File: config.mk
export PLATFORM = sky130hd
export DESIGN_NAME = vhbi_host_if
export DESIGN_NICKNAME = d
export VERILOG_FILES = /design/src/core/vhbi_pkg.sv /design/src/core/vhbi_host_if.sv
export VERILOG_INCLUDE_DIRS = /design/src /design/src/core
export SDC_FILE = /design/constraint.sdc
export NUM_CORES = 1
export LEC_CHECK = 0
export BUFFER_PORTS_ARGS = -buffer_cell sky130_fd_sc_hd__buf_2
export CAP_MARGIN = 5
export CORE_AREA = 4 4 97 99
export CTS_CLUSTER_SIZE = 12
export DETAILED_ROUTE_END_ITERATION = 8
export DIE_AREA = 0 0 101 103
export MAX_ROUTING_LAYER = met4
export PLACE_DENSITY = 0.85
export SLEW_MARGIN = 0
export SYNTH_ARGS = -nofsm -noshare
export SYNTH_HDL_FRONTEND = slang
export SYNTH_SLANG_ARGS = --single-unit
export TNS_END_PERCENT = 1
File: constraint.sdc
create_clock -name ref_clk_i -period 6.74 [get_ports ref_clk_i]
set_input_delay 1.348 -clock ref_clk_i [delete_from_list [all_inputs] [get_ports ref_clk_i]]
set_output_delay 1.348 -clock ref_clk_i [all_outputs]
set_load 0.01 [all_outputs]
File: src/core/vhbi_consts.svh
`ifndef VHBI_CONSTS_SVH
`define VHBI_CONSTS_SVH
`define VHBI_IO_ATTR        10'h3C0
`define VHBI_IO_SEQ         10'h3C4
`define VHBI_IO_GFX         10'h3CE
`define VHBI_IO_CRT_MONO    10'h3B4
`define VHBI_IO_CRT_COLOR   10'h3D4
`define VHBI_IO_DAC_LO      10'h3C6
`define VHBI_IO_DAC_HI      10'h3C9
`define VHBI_IO_EXT_INDEX   10'h3D6
`define VHBI_IO_EXT_DATA    10'h3D7
`define VHBI_EXT_IDX_CFG    8'h00
`define VHBI_EXT_IDX_ENA    8'h01
`define VHBI_EXT_IDX_LATCH0 8'h10
`define VHBI_EXT_IDX_ATTRFF 8'h14
`define VHBI_EXT_KEY        8'hA5
`define VHBI_CFG_BIT_MEM16  0
`define VHBI_CFG_BIT_IO16   1
`define VHBI_ENA_BIT        7
`define VHBI_ROM_BASE       20'hC0000
`define VHBI_ROM_MASK       20'hF8000
`define VHBI_MEM_BASE       20'hA0000
`define VHBI_MEM_MASK       20'hE0000
`define VHBI_CFG_RESET      8'h00
`endif

File: src/core/vhbi_pkg.sv
package vhbi_pkg;
    typedef enum logic [3:0] {
        VHBI_IDLE  = 4'b0001,
        VHBI_MREQ  = 4'b0010,
        VHBI_MWAIT = 4'b0100,
        VHBI_MDONE = 4'b1000
    } vhbi_state_type;

    typedef struct packed {
        vhbi_state_type st;
        logic [2:0]     bus_mc_sync;
        logic [2:0]     mem_go_sync;
        logic [2:0]     dot_sync;
        logic [1:0]     strap_cnt;
        logic           mc_mode;
        logic [7:0]     cfg;
        logic           key_ok;
        logic           ena_ok;
        logic [7:0]     ext_idx;
        logic [7:0]     attr_idx;
        logic           attr_ff;
        logic [7:0]     seq_idx;
        logic [7:0]     gfx_idx;
        logic [7:0]     crt_idx;
        logic [15:0]    rd_data;
        logic           mem_strobe;
        logic           io_prev;
    } vhbi_regs_type;
endpackage : vhbi_pkg

File: src/core/vhbi_host_if.sv
`timescale 1ns/1ns
`default_nettype none
`include "vhbi_consts.svh"
// Operation
// (RULE1) a strap sampled after reset picks pc-bus or channel-bus control generation
// (RULE2) 16-bit transfers enabled separately for memory and i/o cycles
// (RULE3) after reset both memory and i/o accesses are 8-bit
// (RULE4) 16-bit i/o allowed only at the four index/data pairs
// (RULE5) every other i/o address is always an 8-bit port
// (RULE6) a0 and bhe decide whether a cycle runs 8 or 16 bits
// (RULE7) i/o cycles finish with no wait states
// (RULE8) memory cycles hold wait until display memory access completes
// (RULE9) pc-bus mode decodes the bios rom range and drives its select
// (RULE10) channel-bus mode never selects an external rom
// (RULE11) the whole 256 kbyte memory reachable in 4, 2 and 1 plane modes; the code reaches it only in 4-plane mode, the others reach 128 kbyte
// (RULE12) display memory strobes are timed from the dot clock
// (RULE13) system supplies a 25-40 mhz memory clock for 16-bit sequencing
// (RULE14) all extended functions disabled after reset
// (RULE15) extended writes ignored until two enable sets are both set
// (RULE16) extended space reads return processor latches and attribute flip-flop
// (RULE17) standard registers gain no bits and unused bits stay meaningless
// (RULE18) i/o 3c6h to 3c9h address the external palette dac
// (RULE19) palette accesses drive dac read or write strobe per direction
// (RULE20) fast-link accesses complete faster than other peripherals
// (RULE21) 16-bit index/data write loads index low and data high
module vhbi_host_if #(
    parameter int MEM_ADDR_W = 18
) (
    input  wire logic                  ref_clk_i,
    input  wire logic                  rst_n_i,
    input  wire logic                  bus_select_strap_i,
    input  wire logic                  fast_link_i,
    input  wire logic                  io_rd_i,
    input  wire logic                  io_wr_i,
    input  wire logic                  mem_rd_i,
    input  wire logic                  mem_wr_i,
    input  wire logic [19:0]           addr_i,
    input  wire logic                  bhe_n_i,
    input  wire logic [15:0]           wdata_i,
    input  wire logic                  dot_clk_i,
    input  wire logic                  mem_done_i,
    input  wire logic [1:0]            plane_mode_i,
    input  wire logic [31:0]           proc_latch_i,
    output logic      [15:0]           rdata_o,
    output logic                       io16_o,
    output logic                       mem16_o,
    output logic                       ready_o,
    output logic                       bios_rom_select_o,
    output logic                       dac_rd_o,
    output logic                       dac_wr_o,
    output logic                       mem_req_o,
    output logic      [MEM_ADDR_W-1:0] mem_addr_o,
    output logic      [1:0]            mem_plane_o,
    output logic                       mem_strobe_o,
    output logic                       idx_wr_o,
    output logic                       data_wr_o,
    output logic      [9:0]            port_o,
    output logic      [7:0]            index_o,
    output logic      [7:0]            data_o,
    output logic                       ext_active_o
);
    vhbi_pkg::vhbi_regs_type r_r;
    vhbi_pkg::vhbi_regs_type r_nxt;

    function automatic logic is_pair(input logic [9:0] a);
        is_pair = (a == `VHBI_IO_ATTR) || (a == `VHBI_IO_SEQ) || (a == `VHBI_IO_GFX) ||
                  (a == `VHBI_IO_CRT_MONO) || (a == `VHBI_IO_CRT_COLOR);
    endfunction : is_pair

    function automatic logic in_range(input logic [19:0] a, input logic [19:0] b, input logic [19:0] m);
        in_range = ((a & m) == b);
    endfunction : in_range

    logic [9:0] port;
    logic       io_acc;
    logic       io_edge;
    logic       pair_hit;
    logic       io16_cyc;
    logic       mem_hit;
    logic       dac_hit;
    logic       ext_data_hit;
    logic       ext_unlocked;
    logic       mem_go;
    logic       mem_ack;
    logic       dot_rise;

    assign port     = addr_i[9:0];
    assign io_acc   = io_rd_i | io_wr_i;
    assign io_edge  = io_acc & ~r_r.io_prev;
    assign pair_hit = is_pair(port);
    assign dac_hit  = (port >= `VHBI_IO_DAC_LO) && (port <= `VHBI_IO_DAC_HI);                    // [RULE18]
    assign ext_data_hit = (port == `VHBI_IO_EXT_DATA);
    assign ext_unlocked = r_r.key_ok & r_r.ena_ok;                                                  // [RULE15]
    // wide only when enabled, at a pair, even address, high byte requested
    assign io16_cyc = r_r.cfg[`VHBI_CFG_BIT_IO16] & pair_hit & ~addr_i[0] & ~bhe_n_i; // [RULE4] [RULE5] [RULE6]
    assign mem_hit  = in_range(addr_i, `VHBI_MEM_BASE, `VHBI_MEM_MASK);
    assign mem_go   = r_r.mem_go_sync[1];
    assign mem_ack  = r_r.mem_go_sync[2];
    assign dot_rise = r_r.dot_sync[1] & ~r_r.dot_sync[2];

    always_comb
    begin
        r_nxt = r_r;
        r_nxt.io_prev     = io_acc;
        r_nxt.bus_mc_sync = {r_r.bus_mc_sync[1:0], bus_select_strap_i};
        r_nxt.mem_go_sync = {r_r.mem_go_sync[1:0], mem_done_i};
        r_nxt.dot_sync    = {r_r.dot_sync[1:0], dot_clk_i};
        if (r_r.strap_cnt != 2'h3)
        begin
            // strap followed until the sync chain has filled, then frozen; earlier values are reset zeros
            r_nxt.strap_cnt = r_r.strap_cnt + 2'h1;
            r_nxt.mc_mode   = r_r.bus_mc_sync[1];                                                  // [RULE1]
        end
        if (io_edge && io_wr_i)
        begin
            if (io16_cyc)
            begin
                // [RULE21]
                case (port)
                    `VHBI_IO_SEQ:       r_nxt.seq_idx = wdata_i[7:0];
                    `VHBI_IO_GFX:       r_nxt.gfx_idx = wdata_i[7:0];
                    `VHBI_IO_ATTR:      r_nxt.attr_idx = wdata_i[7:0];
                    default:            r_nxt.crt_idx = wdata_i[7:0];
                endcase
            end
            else
            begin
                case (port)
                    `VHBI_IO_SEQ:       r_nxt.seq_idx = wdata_i[7:0];
                    `VHBI_IO_GFX:       r_nxt.gfx_idx = wdata_i[7:0];
                    `VHBI_IO_CRT_MONO:  r_nxt.crt_idx = wdata_i[7:0];
                    `VHBI_IO_CRT_COLOR: r_nxt.crt_idx = wdata_i[7:0];
                    `VHBI_IO_ATTR:
                    begin
                        if (!r_r.attr_ff)
                        begin
                            r_nxt.attr_idx = wdata_i[7:0];
                        end
                        r_nxt.attr_ff = ~r_r.attr_ff;
                    end
                    `VHBI_IO_EXT_INDEX: r_nxt.ext_idx = wdata_i[7:0];
                    `VHBI_IO_EXT_DATA:
                    begin
                        // two separate enable sets: a key, then an enable bit
                        if (r_r.ext_idx == `VHBI_EXT_IDX_ENA)
                        begin
                            r_nxt.key_ok = (wdata_i[7:0] == `VHBI_EXT_KEY);
                        end
                        else if (r_r.ext_idx == `VHBI_EXT_IDX_CFG && r_r.key_ok)
                        begin
                            r_nxt.ena_ok = wdata_i[`VHBI_ENA_BIT];
                            if (r_r.ena_ok)
                            begin
                                r_nxt.cfg = wdata_i[7:0];                                           // [RULE2] [RULE15]
                            end
                        end
                        else
                        begin
                            r_nxt.key_ok = r_r.key_ok;
                        end
                    end
                    default:
                    begin
                        r_nxt.io_prev = io_acc;
                    end
                endcase
            end
        end
        if (io_edge && io_rd_i)
        begin
            r_nxt.rd_data = 16'h0000;
            case (port)
                `VHBI_IO_SEQ:       r_nxt.rd_data = {8'h00, r_r.seq_idx};
                `VHBI_IO_GFX:       r_nxt.rd_data = {8'h00, r_r.gfx_idx};
                `VHBI_IO_CRT_MONO:  r_nxt.rd_data = {8'h00, r_r.crt_idx};
                `VHBI_IO_CRT_COLOR: r_nxt.rd_data = {8'h00, r_r.crt_idx};
                `VHBI_IO_ATTR:      r_nxt.rd_data = {8'h00, r_r.attr_idx};                          // [RULE17]
                `VHBI_IO_EXT_INDEX: r_nxt.rd_data = {8'h00, r_r.ext_idx};
                `VHBI_IO_EXT_DATA:
                begin
                    if (ext_unlocked)
                    begin
                        case (r_r.ext_idx)
                            `VHBI_EXT_IDX_CFG:        r_nxt.rd_data = {8'h00, r_r.cfg};
                            `VHBI_EXT_IDX_LATCH0:     r_nxt.rd_data = {8'h00, proc_latch_i[7:0]};  // [RULE16]
                            8'h11:                    r_nxt.rd_data = {8'h00, proc_latch_i[15:8]};
                            8'h12:                    r_nxt.rd_data = {8'h00, proc_latch_i[23:16]};
                            8'h13:                    r_nxt.rd_data = {8'h00, proc_latch_i[31:24]};
                            `VHBI_EXT_IDX_ATTRFF:     r_nxt.rd_data = {15'h0000, r_r.attr_ff};     // [RULE16]
                            default:                  r_nxt.rd_data = 16'h0000;
                        endcase
                    end
                end
                default:            r_nxt.rd_data = 16'h0000;
            endcase
        end
        r_nxt.mem_strobe = 1'b0;
        case (r_r.st)
            vhbi_pkg::VHBI_IDLE:
            begin
                if ((mem_rd_i || mem_wr_i) && mem_hit)
                begin
                    r_nxt.st = vhbi_pkg::VHBI_MREQ;
                end
            end
            vhbi_pkg::VHBI_MREQ:
            begin
                if (dot_rise)
                begin
                    r_nxt.mem_strobe = 1'b1;                                                        // [RULE12]
                    r_nxt.st = vhbi_pkg::VHBI_MWAIT;
                end
            end
            vhbi_pkg::VHBI_MWAIT:
            begin
                if (mem_go && !mem_ack)
                begin
                    r_nxt.st = vhbi_pkg::VHBI_MDONE;                                                // [RULE8]
                end
            end
            vhbi_pkg::VHBI_MDONE:
            begin
                if (!mem_rd_i && !mem_wr_i)
                begin
                    r_nxt.st = vhbi_pkg::VHBI_IDLE;
                end
            end
            default:
            begin
                r_nxt.st = vhbi_pkg::VHBI_IDLE;
            end
        endcase
    end

    always_ff @(posedge ref_clk_i or negedge rst_n_i)
    begin
        if (!rst_n_i)
        begin
            r_r <= '0;
            r_r.st <= vhbi_pkg::VHBI_IDLE;
            r_r.cfg <= `VHBI_CFG_RESET;                                                             // [RULE3] [RULE14]
        end
        else
        begin
            r_r <= r_nxt;
        end
    end

    // plane mode folds the byte address; only the default 4-plane mode spans the full 256 kbyte array, modes 01 and 10 reach 128 kbyte
    always_comb
    begin
        case (plane_mode_i)                                                                         // [RULE11]
            2'b01:   mem_addr_o = {addr_i[16:1], 2'b00} | MEM_ADDR_W'(addr_i[0]);
            2'b10:   mem_addr_o = MEM_ADDR_W'(addr_i[16:0]) << 1;
            default: mem_addr_o = {addr_i[15:0], 2'b00};
        endcase
        case (plane_mode_i)
            2'b01:   mem_plane_o = {1'b0, addr_i[0]};
            2'b10:   mem_plane_o = addr_i[1:0];
            default: mem_plane_o = 2'b00;
        endcase
    end

    assign rdata_o      = r_r.rd_data;
    assign io16_o       = io_acc & io16_cyc;
    assign mem16_o      = r_r.cfg[`VHBI_CFG_BIT_MEM16] & ~addr_i[0] & ~bhe_n_i & mem_hit;          // [RULE2] [RULE6]
    // i/o never waits; display memory waits until completion, fast link saves the idle turn
    assign ready_o      = ~(mem_rd_i | mem_wr_i) | ~mem_hit |                                       // [RULE7]
                          (r_r.st == vhbi_pkg::VHBI_MDONE) |
                          (fast_link_i & (r_r.st == vhbi_pkg::VHBI_MWAIT) & mem_go);                // [RULE20]
    assign bios_rom_select_o = ~r_r.mc_mode & (r_r.strap_cnt == 2'h3) & mem_rd_i &                  // [RULE9] [RULE10]
                               in_range(addr_i, `VHBI_ROM_BASE, `VHBI_ROM_MASK);
    assign dac_rd_o     = io_rd_i & dac_hit;                                                        // [RULE19]
    assign dac_wr_o     = io_wr_i & dac_hit;                                                        // [RULE19]
    assign mem_req_o    = (r_r.st == vhbi_pkg::VHBI_MREQ) | (r_r.st == vhbi_pkg::VHBI_MWAIT);
    assign mem_strobe_o = r_r.mem_strobe;
    assign idx_wr_o     = io_edge & io_wr_i & pair_hit;
    assign data_wr_o    = io_edge & io_wr_i & (io16_cyc | (port == `VHBI_IO_ATTR & r_r.attr_ff) |
                          (is_pair({port[9:1], 1'b0}) & port[0] & (port != `VHBI_IO_ATTR + 10'h001)) |
                          (ext_data_hit & ext_unlocked));
    assign port_o       = io16_cyc ? (port + 10'h001) : port;
    assign index_o      = wdata_i[7:0];
    assign data_o       = io16_cyc ? wdata_i[15:8] : wdata_i[7:0];
    assign ext_active_o = ext_unlocked;
endmodule : vhbi_host_if
`default_nettype wire

==> flow_results.org <==
** Outcome
- The flow ran to the end, and the final reports show no timing, DRC or antenna violations.

** STA
- Final setup vio count :: 0
- The max-slew violation count was 0.
- Setup repair after global routing left no endpoint under its margin.
- For the pin with the worst max-slew slack, the measured transition is approximately 1.1 ns.
- Summed over all failing endpoints, the final setup total negative slack is 0 ns.
- Final clock period utilization by the worst path :: 79.7%
- FMAX :: 186 MHz
- Clock skew on the completed layout was measured at 0.0110 ns.
- Total count of hold-check failures in the final report :: 0
- The worst pin sits at a relative slew slack of 26.9%.
- Shortest clock period the worst path allows after layout :: 5.37 ns
- Final hold analysis gives a worst-case slack of 0.356 ns.

** Floorplan
- Core ar. :: between 8000 and 9000 um^2
- The floorplan step set the die height to 103 um.
- The initial utilization of the core area, before any placement, comes to 54.3%.
- Total die area :: 10400 um^2
- During I/O placement, the number of pins put on the boundary was 154.
- In this run the horizontal extent of the chip is 101 um.
- Floorplan row count :: 34

** Logic synthesis
- Sequential-to-total area share from yosys stat :: 41.0%
- After synthesis the netlist holds a flip-flop and latch count of 76.
- After synthesis, the share of cell area in mux cells is 17.0%.
- In this run, synthesis inferred 0 flip-flops with an integrated enable.
- The synthesized netlist devotes between 10% and 20% of its cell area to compound gates.
- In the synthesized netlist, the number of instances is around 440.
- Number of warnings reported in the yosys synthesis log :: 0
- Simple logic cell fraction of the synthesized area :: 15.8%
- Of the total synthesized cell area, the portion taken by XOR and XNOR cells is 1.13%.
- The synthesized netlist devotes 2.16% of its cell area to adder and majority cells.
- Top flip-flop cell by instance count after synthesis :: sky130_fd_sc_hd__dfrtp_1
- By area, the combinational part of the netlist is dominated by multiplexers.
- After synthesis the cells add up to 4640 um^2.
- After synthesis, the share of flip-flops with an asynchronous set or reset is 100%.
- Unique masters post-synth :: 59
- After synthesis, the mean cell area works out to 10.5 um^2.

** Global routing
- Entering global routing, the biggest net connects 77 pins.
- Overflow left after global routing :: 0
- The via count of the first global-routing pass is 3980.
- Initial antenna violation count :: 0
- Global-route total usage across every layer :: 25.1%
- Wire length of the first global-routing pass :: between 15000 and 20000 um

** Min path
- HP Start :: r_nxt[73]
- Hold crit path type :: reg2reg

** Final layout
- Final-layout fill cell count :: 683
- Signed area change from the synthesized netlist to the final layout :: 17.4%
- The library cell used most frequently in the layout, excluding fill and tap cells, is sky130_fd_sc_hd__buf_2.
- Most frequent cells in the layout :: sky130_fd_sc_hd__buf_2, sky130_fd_sc_hd__dfrtp_1, sky130_fd_sc_hd__mux2_2
- Non-filler cells in the finished layout :: 672
- Cells with a size suffix above 1 make up 41.1% of the layout.
- Count of antenna diodes in the layout :: 0
- After the last flow step, the layout net total stands at 648.
- Final Util :: 63.7%
- Final instance area :: 5450 um^2

** Power and ir drop
- Power density over the cells :: around 180 nW/um^2
- The worst-case IR drop observed on VDD is 0.000133 V.
- For this design the static power due to leakage is roughly 2.7 nW.

** Clock network
- The clock net in this run drives a total of 76 sinks.
- Latest clock arrival within the worst-skew pair :: 0.34 ns
- Root Buffer Master :: sky130_fd_sc_hd__clkbuf_8
- TritonCTS built the clock tree.
- Post-CTS repair changed the size of 0 cells.
- Maximum count of clock buffers along a single path :: 2
- CTS clock-pin slew for the worst setup and hold paths :: 0.07 ns
- TritonCTS buffer count :: 9
- H-tree Lvls :: 3
- After clock tree synthesis, the setup repair step added 0 buffers.
- Buffers inserted to repair hold after CTS numbered 0.

** Setup path
- Worst-path fanout max :: 13
- The setup path with the least slack is of type in2out.
- In this run the worst setup path begins at addr_i[0].
- Kind of end point of the critical path :: primary output
- Largest stage delay, worst path :: 0.76 ns
- Required time worst endpoint :: 5.39 ns
- Traced cell by cell, the critical path runs through buf_2, inv_1, ha_1, nand3_1, nor4b_4, o211a_1, and2_1, xor2_1, buf_2.
- Counting stages on the worst path, the most repeated cell is sky130_fd_sc_hd__buf_2.
- Data arrives at the worst endpoint at 4.02 ns.
- Among all stages on the critical path, the largest delay is contributed by sky130_fd_sc_hd__nor4b_4.
- STA classifies the critical path startpoint as an input port.
- In this run the critical register-to-register path is launched from r_r[52].
- Reg-to-reg setup timing slack :: 4.59 ns

** Placement
- The congestion estimate from routability-driven global placement came to 0.913.
- Post-placement cell count :: 655
- Hpwl dp :: between 9000 and 10000 um
- Once placement finished, the instance area stood at roughly 5200 um^2.
- Port buffering added 145 buffers.

** Routing
- Met2 wire len :: 6370 um
- For this run, the detailed router's first-pass iteration total came to 6.
- Wirelength per Cell :: 19.2 um
- Highest Signal Layer :: met4
- The detailed router placed 4042 vias in this run.
- In the detailed route, the total length drawn on met3 is 1200 um.
- Dividing the detail-routed via count by the number of cells gives 6.01.
- In this run the remaining antenna-violating nets after routing total 0.
- Summed over all layers, the routed wires come to roughly 13000 um.
- For this block, the initial DRC count from the detailed router was 294.
- After detailed routing, the number of remaining DRC violations is 0.
- In the final routing, the length of wire on met1 measures 5060 um.

** Run
- MaxCap Viol Count :: 0
cells in the mapped netlist, drive strengths merged, types with 3 or more instances:
cell	instances	area, um^2
and2	5	31.3
a21oi	5	36.3
nor2b	3	18.8
nor4b	4	50.1
nor2	24	90.1
nand2b	8	50.1
mux2i	7	70.1
inv	9	33.8
a22o	18	158
a32oi	3	26.3
a31oi	6	37.5
and3	4	25.0
nand4	4	25.0
o22a	7	61.3
a22oi	17	128
nand3	8	40.0
nand2	48	180
clkbuf	17	63.8
nor4	6	43.8
dfrtp	75	1880
ha	8	100
o221ai	6	52.6
mux2	59	694
o211a	6	60.1
xor2	4	35.0
nand4b	3	32.5
nor3	9	45.0
buf	33	228
o21ai	8	40.0
flip-flops by register name, summed over array words and instances, names as in the netlist:
register      cells
r_nxt             5
r_r              60
mem_strobe_o      1
rdata_o           8
mem_ack           1
mem_go            1
final cells by class:
| type | count | area (um^2) | area share (%) |
|---|---|---|---|
| Multi-Input combinational cell | 316 | 2440 | 44.7 |
| Clock inverter | 5 | 60.1 | 1.10 |
| Tap cell | 108 | 135 | 2.48 |
| Inverter | 9 | 33.8 | 0.620 |
| Sequential cell | 76 | 1900 | 34.9 |
| Clock buffer | 11 | 141 | 2.59 |
| Timing Repair Buffer | 147 | 738 | 13.5 |
worst max-delay path, delay by kind of cell:
family | cells | cell delay [ns]
xor gates and xnor gates | 1 | 0.14
AOI/OAI and AO/OA | 1 | 0.63
and+or+nand+nor | 3 | 1.22
adders and majority gates | 1 | 0.23
buffers and inverters | 3 | 0.46
kinds of logic (layout without fill, tap and decap cells):
logic type / after synthesis / in the layout
simple gates: 136 / 136
compound gates: 91 / 91
flops: 76 / 76
mux: 67 / 67
buf+inv: 59 / 172
fa+ha+maj: 8 / 8
xor+xnor: 6 / 6
other cells: 1 / 8
final timing paths:
check,end,cells after the start
max,port_o[2],9
min,r_nxt[74],0
max reg2reg,r_r[66],4
min reg2reg,r_nxt[74],0
max in group asynchronous,r_r[61],2
min in group asynchronous,mem_ack,2
power by group:
| part | internal, mW | leakage [nW] | switching [mW] | total (mW) |
|---|---|---|---|---|
| Combinational | 0.0607 | 1.59 | 0.0824 | 0.143 |
| Sequential | 0.466 | 1.02 | 0.00910 | 0.475 |
| Clock | 0.183 | 0.0999 | 0.168 | 0.351 |
| Total | 0.709 | 2.71 | 0.259 | 0.968 |
through the flow:
| step | power [mW] | worst slack (ns) |
|---|---|---|
| 2_1_floorplan | 0.561 | 2.47 |
| 3_3_place_gp | 0.622 | 1.52 |
| 3_5_place_dp | 0.627 | 1.42 |
| 4_1_cts | 0.972 | 1.41 |
| 5_1_grt | 1.01 | 1.16 |
| 6_report | 0.968 | 1.37 |
layer usage:
metal | vias to the layer above | global-route usage, %
met3 | 28 | 5.41
met2 | 207 | 42.4
met5 | - | -
met4 | 0 | 8.69
li1 | 1842 | -
met1 | 1965 | 29.9
Power figures use the tool's default switching activity.
